<file path="config.mk">
export PLATFORM = sky130hd
export DESIGN_NAME = pefm_flag_mask_bank
export DESIGN_NICKNAME = d
export VERILOG_FILES = /design/src/pkg/pefm_pkg.sv /design/src/hdl/pefm_flag_mask_bank.sv
export VERILOG_INCLUDE_DIRS = /design/src /design/src/pkg
export SDC_FILE = /design/constraint.sdc
export NUM_CORES = 1
export LEC_CHECK = 0
export BUFFER_PORTS_ARGS = -buffer_cell sky130_fd_sc_hd__buf_2
export CAP_MARGIN = 20
export CORE_MARGIN = 5
export CORE_UTILIZATION = 35
export DETAILED_ROUTE_END_ITERATION = 6
export PLACE_DENSITY = 0.61
export SYNTH_ARGS = -nofsm -noshare
export SYNTH_HDL_FRONTEND = slang
export SYNTH_SLANG_ARGS = --single-unit
</file>
<file path="constraint.sdc">
create_clock -name clk -period 5.24 [get_ports clk]
set_clock_uncertainty 0.05 [all_clocks]
set_input_delay 1.048 -clock clk [delete_from_list [all_inputs] [get_ports clk]]
set_output_delay 1.048 -clock clk [all_outputs]
set_load 0.05 [all_outputs]
</file>
<file path="src/pkg/pefm_consts.svh">
/*
 Offsets, field positions and reset values of the event flag and mask bank.
 Assumes inclusion by the package and the top module only.
*/
`ifndef PEFM_CONSTS_SVH
`define PEFM_CONSTS_SVH

`define PEFM_ADDR_W           8
`define PEFM_OFF_PIN_FLAGS    8'h3B
`define PEFM_OFF_PIN_MASKS    8'h3C
`define PEFM_OFF_GOOD_FLAGS_A 8'h3D
`define PEFM_OFF_GOOD_MASKS_A 8'h3E
`define PEFM_OFF_GOOD_FLAGS_B 8'h3F
`define PEFM_OFF_GOOD_MASKS_B 8'h40
`define PEFM_OFF_PIN1_CTRL    8'h41
`define PEFM_OFF_SYS_MASKS    8'h3A
`define PEFM_OFF_SYS_FLAGS    8'h39

`define PEFM_RST_PIN_FLAGS    8'h00
`define PEFM_RST_GOOD_FLAGS_A 8'h00
`define PEFM_RST_GOOD_MASKS_A 8'hFF
`define PEFM_RST_GOOD_FLAGS_B 8'h00
`define PEFM_RST_GOOD_MASKS_B 8'hFF
`define PEFM_RST_SYS_FLAGS    3'h0

`define PEFM_GOOD_B_LIVE      8'h3F
`define PEFM_SYS_LIVE         8'h07
`define PEFM_PIN1_LIVE        8'h95
`define PEFM_BIT_SLEEP_FORCE  7
`define PEFM_BIT_PIN_DIR      2
`define PEFM_BIT_PIN_SET      0
`define PEFM_BIT_PIN_LEVEL    1

`endif

</file>
<file path="src/pkg/pefm_pkg.sv">
/*
 Types shared by the event flag and mask bank.
 Assumes the constants header is on the include path.
*/
package pefm_pkg;
    `include "pefm_consts.svh"

    typedef logic [7:0] pefm_byte_t;
    typedef logic [`PEFM_ADDR_W-1:0] pefm_addr_t;

    typedef struct packed {
        pefm_byte_t pinFlags_r;
        pefm_byte_t pinMasks_r;
        pefm_byte_t goodFlagsA_r;
        pefm_byte_t goodMasksA_r;
        pefm_byte_t goodFlagsB_r;
        pefm_byte_t goodMasksB_r;
        pefm_byte_t pin1Ctrl_r;
        logic [2:0] sysFlags_r;
        logic [2:0] sysMasks_r;
        logic [3:0] pinLast_r;
        logic [7:0] goodALast_r;
        logic [5:0] goodBLast_r;
        logic       holdLast_r;
        logic       buttonLast_r;
        logic       watchLast_r;
        pefm_byte_t rdData_r;
        logic       irq_r;
        logic       pin1Out_r;
        logic       pin1Oe_r;
    } pefm_state_t;
endpackage

</file>
<file path="src/hdl/pefm_flag_mask_bank.sv">
/*
 Event flag and mask bank: pin edge events, supply-good events, three
 system events, first pin control with sleep forcing, one level interrupt.
 Assumes all inputs synchronous to clk, strobes one cycle, never both.
*/
`include "pefm_consts.svh"

// Contract
// [RQ1] Pins two to five each latch rise and fall flags, bits 0 to 7.
// [RQ2] Flags stay set until software writes one to that bit.
// [RQ3] Pin-edge mask bit one blocks, zero passes the matching flag.
// [RQ4] Falling supply-good on bucks 1-4 and regulators 1-4 sets flags A.
// [RQ5] Those falling flags are suppressed while that supply is disabled.
// [RQ6] Regulators 5-10 flag any supply-good change at bits 0 to 5.
// [RQ7] First supply-good mask register resets to all ones.
// [RQ8] Second supply-good mask resets to all ones, reserved bits included.
// [RQ9] Reserved bits read back as zero.
// [RQ10] Pin-edge flags reset to zero; all flags and masks reset on power-on.
// [RQ11] Pin-edge mask reset value comes from factory programmed settings.
// [RQ12] System mask bit 2 button, bit 1 voltage watch, bit 0 hold fall.
// [RQ13] Sleep-force one drives output pin low while asleep.
// [RQ14] Second supply-good flag register resets to zero, top two reserved.
// [RQ15] Supply-good inputs are one in regulation, zero low or disabled.
// [RQ16] Interrupt is high while any unmasked flag is set.
// [RQ17] Writing zero keeps a flag; an event beside a clear keeps it set.
module pefm_flag_mask_bank #(
    parameter logic [7:0] PIN_MASK_FACTORY  = 8'hFF,
    parameter logic [7:0] PIN1_CTRL_FACTORY = 8'h00,
    parameter logic [2:0] SYS_MASK_FACTORY  = 3'h7
) (
    input  wire logic              clk,
    input  wire logic              srst,
    input  wire pefm_pkg::pefm_addr_t regAddr,
    input  wire pefm_pkg::pefm_byte_t regWrData,
    input  wire logic              regWr,
    input  wire logic              regRd,
    output logic [7:0]             regRdData,
    input  wire logic [3:0]        pinLevel,
    input  wire logic [7:0]        supplyGoodA,
    input  wire logic [7:0]        supplyEnableA,
    input  wire logic [5:0]        supplyGoodB,
    input  wire logic              holdInput,
    input  wire logic              powerButton_n,
    input  wire logic              voltageWatchLow,
    input  wire logic              sleepState,
    input  wire logic              pin1Level,
    output logic                   pin1Out,
    output logic                   pin1Oe,
    output logic                   irq
);
    import pefm_pkg::*;

    // Factory pin control value may only use stored bits
    if ((PIN1_CTRL_FACTORY & ~`PEFM_PIN1_LIVE) != 8'h00) begin : g_pin1FactoryChk
        $error("pin control factory value sets reserved bits");
    end

    pefm_state_t st_r;
    pefm_state_t st_nxt;
    logic [7:0]  pinEv;
    logic [7:0]  goodAEv;
    logic [7:0]  goodBEv;
    logic [2:0]  sysEv;
    logic [7:0]  wrOne;
    logic        wrHit;

    always_comb begin
        st_nxt = st_r;
        wrOne  = regWrData;
        for (int i = 0; i < 4; i++) begin
            pinEv[2*i]   = pinLevel[i] & ~st_r.pinLast_r[i];     // see [RQ1]
            pinEv[2*i+1] = ~pinLevel[i] & st_r.pinLast_r[i];     // see [RQ1]
        end
        // Falling edge only while the supply stays enabled
        goodAEv = st_r.goodALast_r & ~supplyGoodA & supplyEnableA; // see [RQ4] see [RQ5] see [RQ15]
        goodBEv = {2'b00, supplyGoodB ^ st_r.goodBLast_r};        // see [RQ6]
        sysEv   = {~powerButton_n & st_r.buttonLast_r,
                   voltageWatchLow & ~st_r.watchLast_r,
                   ~holdInput & st_r.holdLast_r};

        st_nxt.pinLast_r    = pinLevel;
        st_nxt.goodALast_r  = supplyGoodA;
        st_nxt.goodBLast_r  = supplyGoodB;
        st_nxt.holdLast_r   = holdInput;
        st_nxt.buttonLast_r = powerButton_n;
        st_nxt.watchLast_r  = voltageWatchLow;

        // Clear by write of one, event set wins
        wrHit = regWr;
        st_nxt.pinFlags_r = (st_r.pinFlags_r
            & ~((wrHit && regAddr == `PEFM_OFF_PIN_FLAGS) ? wrOne : 8'h00))
            | pinEv;                                             // see [RQ2] see [RQ17]
        st_nxt.goodFlagsA_r = (st_r.goodFlagsA_r
            & ~((wrHit && regAddr == `PEFM_OFF_GOOD_FLAGS_A) ? wrOne : 8'h00))
            | goodAEv;                                           // see [RQ2] see [RQ17]
        st_nxt.goodFlagsB_r = ((st_r.goodFlagsB_r
            & ~((wrHit && regAddr == `PEFM_OFF_GOOD_FLAGS_B) ? wrOne : 8'h00))
            | goodBEv) & `PEFM_GOOD_B_LIVE;                      // see [RQ2] see [RQ14]
        st_nxt.sysFlags_r = (st_r.sysFlags_r
            & ~((wrHit && regAddr == `PEFM_OFF_SYS_FLAGS) ? wrOne[2:0] : 3'h0))
            | sysEv;                                             // see [RQ17]

        if (regWr) begin
            case (regAddr)
                `PEFM_OFF_PIN_MASKS:    st_nxt.pinMasks_r   = regWrData;
                `PEFM_OFF_GOOD_MASKS_A: st_nxt.goodMasksA_r = regWrData;
                `PEFM_OFF_GOOD_MASKS_B: st_nxt.goodMasksB_r = regWrData;
                `PEFM_OFF_PIN1_CTRL:    st_nxt.pin1Ctrl_r   = regWrData & `PEFM_PIN1_LIVE;
                `PEFM_OFF_SYS_MASKS:    st_nxt.sysMasks_r   = regWrData[2:0]; // see [RQ12]
                default: ;
            endcase
        end

        // Reserved bits of the second supply-good mask are held in storage but read as zero
        st_nxt.rdData_r = 8'h00;
        if (regRd) begin
            case (regAddr)
                `PEFM_OFF_PIN_FLAGS:    st_nxt.rdData_r = st_r.pinFlags_r;
                `PEFM_OFF_PIN_MASKS:    st_nxt.rdData_r = st_r.pinMasks_r;
                `PEFM_OFF_GOOD_FLAGS_A: st_nxt.rdData_r = st_r.goodFlagsA_r;
                `PEFM_OFF_GOOD_MASKS_A: st_nxt.rdData_r = st_r.goodMasksA_r;
                `PEFM_OFF_GOOD_FLAGS_B:
                    st_nxt.rdData_r = st_r.goodFlagsB_r & `PEFM_GOOD_B_LIVE;  // see [RQ9]
                `PEFM_OFF_GOOD_MASKS_B:
                    st_nxt.rdData_r = st_r.goodMasksB_r & `PEFM_GOOD_B_LIVE;  // see [RQ9]
                `PEFM_OFF_PIN1_CTRL:
                    st_nxt.rdData_r = (st_r.pin1Ctrl_r & `PEFM_PIN1_LIVE)
                        | {6'h00, pin1Level, 1'b0};                           // see [RQ9]
                `PEFM_OFF_SYS_FLAGS:    st_nxt.rdData_r = {5'h00, st_r.sysFlags_r};
                `PEFM_OFF_SYS_MASKS:    st_nxt.rdData_r = {5'h00, st_r.sysMasks_r};
                default:                st_nxt.rdData_r = 8'h00;
            endcase
        end

        st_nxt.irq_r = |(st_r.pinFlags_r & ~st_r.pinMasks_r)                // see [RQ3] see [RQ16]
                     | |(st_r.goodFlagsA_r & ~st_r.goodMasksA_r)
                     | |(st_r.goodFlagsB_r & ~st_r.goodMasksB_r & `PEFM_GOOD_B_LIVE)
                     | |(st_r.sysFlags_r & ~st_r.sysMasks_r);               // see [RQ12]

        st_nxt.pin1Oe_r  = st_r.pin1Ctrl_r[`PEFM_BIT_PIN_DIR];
        st_nxt.pin1Out_r = st_r.pin1Ctrl_r[`PEFM_BIT_PIN_SET]
            & ~(sleepState & st_r.pin1Ctrl_r[`PEFM_BIT_SLEEP_FORCE]);        // see [RQ13]

        if (srst) begin                                                     // see [RQ10]
            st_nxt              = '0;
            st_nxt.pinFlags_r   = `PEFM_RST_PIN_FLAGS;
            st_nxt.pinMasks_r   = PIN_MASK_FACTORY;                         // see [RQ11]
            st_nxt.goodFlagsA_r = `PEFM_RST_GOOD_FLAGS_A;
            st_nxt.goodMasksA_r = `PEFM_RST_GOOD_MASKS_A;                   // see [RQ7]
            st_nxt.goodFlagsB_r = `PEFM_RST_GOOD_FLAGS_B;                   // see [RQ14]
            st_nxt.goodMasksB_r = `PEFM_RST_GOOD_MASKS_B;                   // see [RQ8]
            st_nxt.pin1Ctrl_r   = PIN1_CTRL_FACTORY & `PEFM_PIN1_LIVE;
            st_nxt.sysFlags_r   = `PEFM_RST_SYS_FLAGS;
            st_nxt.sysMasks_r   = SYS_MASK_FACTORY;
            st_nxt.pinLast_r    = pinLevel;
            st_nxt.goodALast_r  = supplyGoodA;
            st_nxt.goodBLast_r  = supplyGoodB;
            st_nxt.holdLast_r   = holdInput;
            st_nxt.buttonLast_r = powerButton_n;
            st_nxt.watchLast_r  = voltageWatchLow;
        end
    end

    always_ff @(posedge clk) begin
        st_r <= st_nxt;
    end

    assign regRdData = st_r.rdData_r;
    assign irq       = st_r.irq_r;
    assign pin1Out   = st_r.pin1Out_r;
    assign pin1Oe    = st_r.pin1Oe_r;

    property p_pinRise;
        @(posedge clk) disable iff (srst)
        (pinLevel[0] && !st_r.pinLast_r[0]) |=> st_r.pinFlags_r[0];
    endproperty
    a_pinRise: assert property (p_pinRise) else $error("pin rise lost"); // see [RQ1]

    property p_holdUntilClear;
        @(posedge clk) disable iff (srst)
        (st_r.pinFlags_r[7] && !(regWr && regAddr == `PEFM_OFF_PIN_FLAGS && regWrData[7]))
        |=> st_r.pinFlags_r[7];
    endproperty
    a_holdUntilClear: assert property (p_holdUntilClear) else $error("flag dropped"); // see [RQ2]

    property p_setWins;
        @(posedge clk) disable iff (srst)
        (regWr && regAddr == `PEFM_OFF_GOOD_FLAGS_B && regWrData[0]
         && (supplyGoodB[0] != st_r.goodBLast_r[0])) |=> st_r.goodFlagsB_r[0];
    endproperty
    a_setWins: assert property (p_setWins) else $error("set lost to clear"); // see [RQ17]

    property p_disabledQuiet;
        @(posedge clk) disable iff (srst)
        (!supplyEnableA[3] && !st_r.goodFlagsA_r[3]) |=> !st_r.goodFlagsA_r[3];
    endproperty
    a_disabledQuiet: assert property (p_disabledQuiet) else $error("disabled supply flagged"); // see [RQ5]

    property p_fallFlag;
        @(posedge clk) disable iff (srst)
        (supplyEnableA[0] && st_r.goodALast_r[0] && !supplyGoodA[0])
        |=> st_r.goodFlagsA_r[0];
    endproperty
    a_fallFlag: assert property (p_fallFlag) else $error("supply fall lost"); // see [RQ4]

    property p_reservedZero;
        @(posedge clk) disable iff (srst)
        (regRd && regAddr == `PEFM_OFF_GOOD_MASKS_B) |=> regRdData[7:6] == 2'b00;
    endproperty
    a_reservedZero: assert property (p_reservedZero) else $error("reserved bits read one"); // see [RQ9]

    property p_resetMasks;
        @(posedge clk) srst |=> (st_r.goodMasksA_r == 8'hFF && st_r.goodMasksB_r == 8'hFF
                                 && st_r.pinFlags_r == 8'h00 && !irq);
    endproperty
    a_resetMasks: assert property (p_resetMasks) else $error("bad reset value"); // see [RQ7] see [RQ8]

    property p_irqLevel;
        @(posedge clk) disable iff (srst)
        ((st_r.pinFlags_r & ~st_r.pinMasks_r) != 8'h00) |=> irq;
    endproperty
    a_irqLevel: assert property (p_irqLevel) else $error("irq missing"); // see [RQ16]

    property p_sleepLow;
        @(posedge clk) disable iff (srst)
        (sleepState && st_r.pin1Ctrl_r[`PEFM_BIT_SLEEP_FORCE]) |=> !pin1Out;
    endproperty
    a_sleepLow: assert property (p_sleepLow) else $error("sleep output not low"); // see [RQ13]

    property p_pinFall;
        @(posedge clk) disable iff (srst)
        (!pinLevel[3] && st_r.pinLast_r[3]) |=> st_r.pinFlags_r[7];
    endproperty
    a_pinFall: assert property (p_pinFall) else $error("pin fall lost"); // see [RQ1]

    property p_riseOnly;
        @(posedge clk) disable iff (srst)
        (pinLevel[1] && !st_r.pinLast_r[1] && !st_r.pinFlags_r[3]) |=> !st_r.pinFlags_r[3];
    endproperty
    a_riseOnly: assert property (p_riseOnly) else $error("rise set fall flag"); // see [RQ1]

    property p_clrDone;
        @(posedge clk) disable iff (srst)
        (regWr && regAddr == `PEFM_OFF_PIN_FLAGS && regWrData[0]
         && !(pinLevel[0] && !st_r.pinLast_r[0])) |=> !st_r.pinFlags_r[0];
    endproperty
    a_clrDone: assert property (p_clrDone) else $error("flag not cleared"); // see [RQ2]

    property p_mskQuiet;
        @(posedge clk) disable iff (srst)
        ((st_r.pinFlags_r & ~st_r.pinMasks_r) == 8'h00
         && (st_r.goodFlagsA_r & ~st_r.goodMasksA_r) == 8'h00
         && (st_r.goodFlagsB_r & ~st_r.goodMasksB_r & `PEFM_GOOD_B_LIVE) == 8'h00
         && (st_r.sysFlags_r & ~st_r.sysMasks_r) == 3'h0) |=> !irq;
    endproperty
    a_mskQuiet: assert property (p_mskQuiet) else $error("irq masked"); // see [RQ3] see [RQ16]

    property p_regFall;
        @(posedge clk) disable iff (srst)
        (supplyEnableA[7] && st_r.goodALast_r[7] && !supplyGoodA[7])
        |=> st_r.goodFlagsA_r[7];
    endproperty
    a_regFall: assert property (p_regFall) else $error("regulator fall lost"); // see [RQ4]

    property p_riseQuietA;
        @(posedge clk) disable iff (srst)
        (!st_r.goodALast_r[1] && supplyGoodA[1] && !st_r.goodFlagsA_r[1])
        |=> !st_r.goodFlagsA_r[1];
    endproperty
    a_riseQuietA: assert property (p_riseQuietA) else $error("rise flagged"); // see [RQ4] see [RQ15]

    property p_chgB;
        @(posedge clk) disable iff (srst)
        (supplyGoodB[5] != st_r.goodBLast_r[5]) |=> st_r.goodFlagsB_r[5];
    endproperty
    a_chgB: assert property (p_chgB) else $error("change lost"); // see [RQ6]

    property p_rsvB;
        @(posedge clk) disable iff (srst)
        st_r.goodFlagsB_r[7:6] == 2'b00;
    endproperty
    a_rsvB: assert property (p_rsvB) else $error("reserved flag set"); // see [RQ14]

    property p_rstMskB;
        @(posedge clk)
        srst |=> st_r.goodMasksB_r[7:6] == 2'b11;
    endproperty
    a_rstMskB: assert property (p_rstMskB) else $error("reserved mask reset"); // see [RQ8]

    property p_rstPinMsk;
        @(posedge clk)
        srst |=> st_r.pinMasks_r == PIN_MASK_FACTORY;
    endproperty
    a_rstPinMsk: assert property (p_rstPinMsk) else $error("pin mask reset"); // see [RQ11]

    property p_rstFlags;
        @(posedge clk)
        srst |=> (st_r.goodFlagsA_r == 8'h00 && st_r.goodFlagsB_r == 8'h00
                  && st_r.sysFlags_r == 3'h0);
    endproperty
    a_rstFlags: assert property (p_rstFlags) else $error("flag reset"); // see [RQ10] see [RQ14]

    property p_zeroKeeps;
        @(posedge clk) disable iff (srst)
        (regWr && regAddr == `PEFM_OFF_GOOD_FLAGS_A && !regWrData[2] && st_r.goodFlagsA_r[2])
        |=> st_r.goodFlagsA_r[2];
    endproperty
    a_zeroKeeps: assert property (p_zeroKeeps) else $error("zero write cleared"); // see [RQ17]

    property p_irqA;
        @(posedge clk) disable iff (srst)
        ((st_r.goodFlagsA_r & ~st_r.goodMasksA_r) != 8'h00) |=> irq;
    endproperty
    a_irqA: assert property (p_irqA) else $error("irq missing for A"); // see [RQ16]

    property p_irqB;
        @(posedge clk) disable iff (srst)
        ((st_r.goodFlagsB_r & ~st_r.goodMasksB_r & `PEFM_GOOD_B_LIVE) != 8'h00)
        |=> irq;
    endproperty
    a_irqB: assert property (p_irqB) else $error("irq missing for B"); // see [RQ16]

    property p_irqBtn;
        @(posedge clk) disable iff (srst)
        (st_r.sysFlags_r[2] && !st_r.sysMasks_r[2]) |=> irq;
    endproperty
    a_irqBtn: assert property (p_irqBtn) else $error("irq missing for button"); // see [RQ12]

    property p_btnFlag;
        @(posedge clk) disable iff (srst)
        (!powerButton_n && st_r.buttonLast_r) |=> st_r.sysFlags_r[2];
    endproperty
    a_btnFlag: assert property (p_btnFlag) else $error("button event lost"); // see [RQ12]

    property p_watchFlag;
        @(posedge clk) disable iff (srst)
        (voltageWatchLow && !st_r.watchLast_r) |=> st_r.sysFlags_r[1];
    endproperty
    a_watchFlag: assert property (p_watchFlag) else $error("watch event lost"); // see [RQ12]

    property p_holdFlag;
        @(posedge clk) disable iff (srst)
        (!holdInput && st_r.holdLast_r) |=> st_r.sysFlags_r[0];
    endproperty
    a_holdFlag: assert property (p_holdFlag) else $error("hold event lost"); // see [RQ12]

    property p_rsvPin1;
        @(posedge clk) disable iff (srst)
        (regRd && regAddr == `PEFM_OFF_PIN1_CTRL)
        |=> (regRdData & 8'h68) == 8'h00;
    endproperty
    a_rsvPin1: assert property (p_rsvPin1) else $error("pin reserved read one"); // see [RQ9]

    property p_rsvSys;
        @(posedge clk) disable iff (srst)
        (regRd && regAddr == `PEFM_OFF_SYS_FLAGS) |=> regRdData[7:3] == 5'h00;
    endproperty
    a_rsvSys: assert property (p_rsvSys) else $error("system reserved read one"); // see [RQ9]

    property p_outIdle;
        @(posedge clk) disable iff (srst)
        (!sleepState && st_r.pin1Ctrl_r[`PEFM_BIT_PIN_SET]) |=> pin1Out;
    endproperty
    a_outIdle: assert property (p_outIdle) else $error("output not set"); // see [RQ13]

    property p_oeDir;
        @(posedge clk) disable iff (srst)
        st_r.pin1Ctrl_r[`PEFM_BIT_PIN_DIR] |=> pin1Oe;
    endproperty
    a_oeDir: assert property (p_oeDir) else $error("output enable missing"); // see [RQ13]
endmodule

</file>
[After elaboration in Yosys (flattened, before gate mapping)]
Cells that the tools add are included.
Word-level totals
  register bits after elaboration: 86
  latch bits: 0
  memory bits (writable): 0
  memory bits (read-only): 0
  input bits: 51
  output and inout port bits: 11
  memories kept: 0
Cells by class
  $add $sub $neg: 0
  $mul: 0
  divide/modulo/power cells: 0
  order comparisons: 0
  equal/unequal tests: 9
  shift-type cells: 0
  mux-type cells: 5
  bitwise operators: 54
  reductions and logical operators: 14
Operators by type and width (number)
  case mux 8 bit (9 select lines): 1
  == test 8 x 6 -> 1 bit, second input constant: 7
  bitwise AND 8 bit: 6
  inverter 8 bit: 5
  == test 8 x 7 -> 1 bit, second input constant: 2
  2-to-1 mux 8 bit: 2
  OR 8 bit: 2
  OR reduction 8 bit: 2
  bitwise AND 1 bit: 13
  inverter 1 bit: 13
  bitwise AND 6 bit: 2
  inverter 6 bit: 2
  AND reduction 2 bit: 5
  OR 8 x 2 -> 8 bit: 1
  bitwise AND 3 bit: 2
  2-to-1 mux 6 bit: 1
  inverter 3 bit: 2
  OR 6 bit: 1
  OR reduction 6 bit: 1
  bitwise XOR 6 bit: 1
  logical AND 1 bit: 4
  2-to-1 mux 3 bit: 1
  OR 1 bit: 3
  OR 3 bit: 1
  2 further kinds: 2

[Depth between registers and ports, before layout]
  word-level depth: 6
  mapped depth: 7
  mapped depth without buffers: 4

[Least setup slack after synthesis]
OpenSTA, ideal clock, no wires.
  path type: input -> register
  start point: input regAddr[6]
  end point: register st_r[32] (netlist bit)
  data arrival time: 2221 ps
  required time: 5070 ps
  path slack: 2849 ps
  stages on the path: 4
  cells stage by stage: nand4bb_4 -> or4_1 -> clkbuf_1 -> a211o_1
Between the ends
  word-level cells in the longest chain between the ends: 2
Ends and longest elaborated chain
  start, declared: RTL line pefm_flag_mask_bank.sv:33  | input wire pefm_pkg::pefm_addr_t regAddr,
  == test 8 x 6 -> 1 bit: RTL line pefm_flag_mask_bank.sv:104  | case (regAddr)
  AND reduction 2 bit (no source line)
  end signal, assigned: RTL line pefm_flag_mask_bank.sv:165  | st_r <= st_nxt;
  end, declared: RTL line pefm_flag_mask_bank.sv:58  | pefm_state_t st_r;
No other way between the ends.
A chain may end at the register's enable or synchronous reset.

[Worst setup path after layout]
  start point: input regAddr[0]
  end point: register st_r (netlist bit regRdData[1])
Between the ends
  word-level cells in the longest chain between the ends: 2
Ends and longest elaborated chain
  == test 8 x 6 -> 1 bit or == test 8 x 7 -> 1 bit (tied branches): RTL line pefm_flag_mask_bank.sv:117  | case (regAddr)
  case mux 8 bit (9 select lines) *: RTL line pefm_flag_mask_bank.sv:117
Mark *: on every way between the ends. The rest lies on a longest branch, timed or not.

==> metrics <==
outcome finished, final reports clean; CTS resizes 0; critical path capture point type flip-flop; critical path's largest stage delay 0.74 ns; Worst EP required 5.48 ns; sequential share of the synthesized area 46.2%; Net count, final 506; clk_lat worst skew 0.36 ns; Synth warnings 0; Lkg Pwr 1.65 nW; WL met2 4490 um; crit path launch type input pin; drt first pass iters 5; GRT Util Overall 15.9%; mux contribution to synthesized area 6.05%; HP Class flip-flop to flip-flop; IO buf count 61; filler instances 1,072; DRT Wirelength 9940 um; Cells after Synth 412; Die H 113 um; hold endpoint pin1Out$_SDFF_PP0_; CP max FO 31; total CTS buffers 9; CP Cell Sequence buf_2 > nor2b_1 > a22oi_1 > or3_1 > a21oi_1; Worst Tran Pin Value 0.981 ns; Async SR Flop Fraction 0%; final setup margin 2.52 ns; Post-CTS Hold Buffers 0; max-cap viol count 0; post-DP HPWL 7020 um; layout cells sized above 1 20.7%; crit path launch regAddr[0]; Max VDD drop 0.157 mV; CTS Buffer Depth 2; area of the core 10,400 um2; Post-Route M1 WL 4560 um; #FFs+latches synth 86; antenna violations before repair 0; CTS tree yes; pwr dens 306 nW/um2; met3 routed WL 732 um; First DRT Iteration DRCs 314; filler-free cell count of the finished design 596; DR top layer met4; die width 113 um; FF-to-FF End irq$_SDFF_PP0_; Min-Delay Startpoint st_r[38]$_SDFFE_PP0P_; remaining design rule violation count 0; Primary FF master, synth dfxtp_1; Register-to-Register Setup Slack 3.95 ns; Detail Route Antenna Nets 0; Initial Util 35.9%; FF/Latch Area 1720 um2; WS Path Type input pin to flip-flop; Arrival @ worst endpoint 2.95 ns; H-Tree Depth 3; fin. max-slew vios 0; final worst-path cycle share 51.8%; TritonCTS sink count 86; total gr overflow 0; I/O pin count 62; Worst Path Buf+Inv 1; GP Congestion 0.867; Finish-stage setup viols 0; Mapped Area 3720 um2; Final Hold Viols 0; XOR/XNOR Fraction of Synth Area 1.41%; Post-Route Setup TNS 0 ns; minimum clock period 2.72 ns; number of global-route vias before repair 3,059; largest net degree at the start of global routing 37; Cell variety after synth 48; RSZ-0062 raised after global routing no; Die ar. 12,800 um2; area of the multi-input gates 1720 um2; final instance area 4270 um2; Rel. slew slack 34.1%; Cell Area, Placed 4050 um2; most common cell after layout, fill and taps aside dfxtp_1; CP delay by family, top simple AND/OR/NAND/NOR gates; hold path depth 2; Critical-path top delay cell nor2b_1; simple-gate portion of the synthesized area 20.0%; Avg WL per Cell 16.7 um; worst r2r path cells 4; # diodes 0; via count 3,106; R2R Path Start st_r[67]$_SDFFE_PP1P_; pre-CTS setup slack 2.18 ns; largest family of logic cells by synthesized area simple AND/OR/NAND/NOR gates; average cell area after synthesis 9.04 um2; compound-cell area share of the yosys netlist 18.8%; Setup Fix Bufs, Post-CTS 0; Post-synth EDFFs 0; most frequent cells in the layout 86 x dfxtp_1, 61 x buf_2, 45 x a21oi_1; Post-Synth Adder-Cell Area 0%; first-pass GRT wire length 16,000 um; # rows 37; Root Buffer Master clkbuf_8; Syn Nets 463; Area Overhead vs Synth 14.5%; CTS clk-pin slew, worst paths 0.09 ns; vias per cell 5.21; max frequency 0.368 GHz; placed insts 580
final cells by class:
type                       count  area share, %
multi-input combinational    263           40.4
sequential                    86           40.4
timing repair buffer          62           7.33
tap                          136           3.99
clock buffer                  10           2.99
inverter                      33           2.90
clock inverter                 6           2.02
per-layer routing:
metal	vias up	global-route usage [%]
li1	1532	-
met1	1441	21.9
met2	123	24.4
met3	10	3.64
met4	0	5.93
met5	-	0
cell families after synthesis:
group,after synthesis
XOR/XNOR,6
AND/OR/NAND/NOR,122
AO/OA/AOI/OAI,116
multiplexers,19
buffers and inverters,63
flip-flops,86
worst register-to-register path: stages, from the launching register on:
cell and delay [ns]:
dfxtp_1 0.36, nand2b_1 0.14, o221ai_1 0.12, nor4_1 0.33, a31oi_1 0.16
where the power goes:
| group | switching [mW] | leakage, nW | internal [mW] |
|---|---|---|---|
| Sequential | 0.0145 | 0.708 | 0.676 |
| Clock | 0.239 | 0.106 | 0.268 |
| Combinational | 0.0623 | 0.839 | 0.0480 |
| Total | 0.316 | 1.65 | 0.991 |
stage by stage:
step | power (mW) | hold WS, ns | utilization (%)
floorplan | 0.771 | 0.372 | -
global placement | 0.812 | 0.395 | 39.1
detailed placement | 0.815 | 0.400 | 39.1
CTS | 1.32 | 0.411 | 41.1
global route | 1.36 | 0.444 | 41.1
finish | 1.31 | 0.411 | 41.1
synthesized netlist by cell type (all sizes together) (4+ instances only):
library cell   n  area, um2
a211o         11       96.3
a21o           5       37.5
a21oi         45        225
a22oi          5       37.5
a31oi          4       25.0
and3b          5       43.8
buf           18        110
clkbuf        12       45.0
dfxtp         86       1720
inv           33        124
mux2           8       90.1
mux2i          9       90.1
nand2         15       56.3
nand2b        15       93.8
nand3          8       40.0
nand3b        12       90.1
nor2          23       86.3
nor3          19        100
nor4           4       55.1
o21ai         27        135
o22ai          9       56.3
xnor2          6       52.6
state kept, by name, indices dropped and copies added, names as in the netlist:
register,flops
irq,1
pin1Oe,1
pin1Out,1
regRdData,8
st_r,75
worst max-delay path by stage:
stage	endpoint	cells after the start
floorplan	st_r[32]$_SDFFE_PP1P_	4
global placement	regRdData[1]$_SDFF_PP0_	5
detailed placement	regRdData[1]$_SDFF_PP0_	5
CTS	regRdData[1]$_SDFF_PP0_	5
global route	regRdData[1]$_SDFF_PP0_	5
finish	regRdData[1]$_SDFF_PP0_	5
No activity file was read; power rests on OpenSTA's default activity.
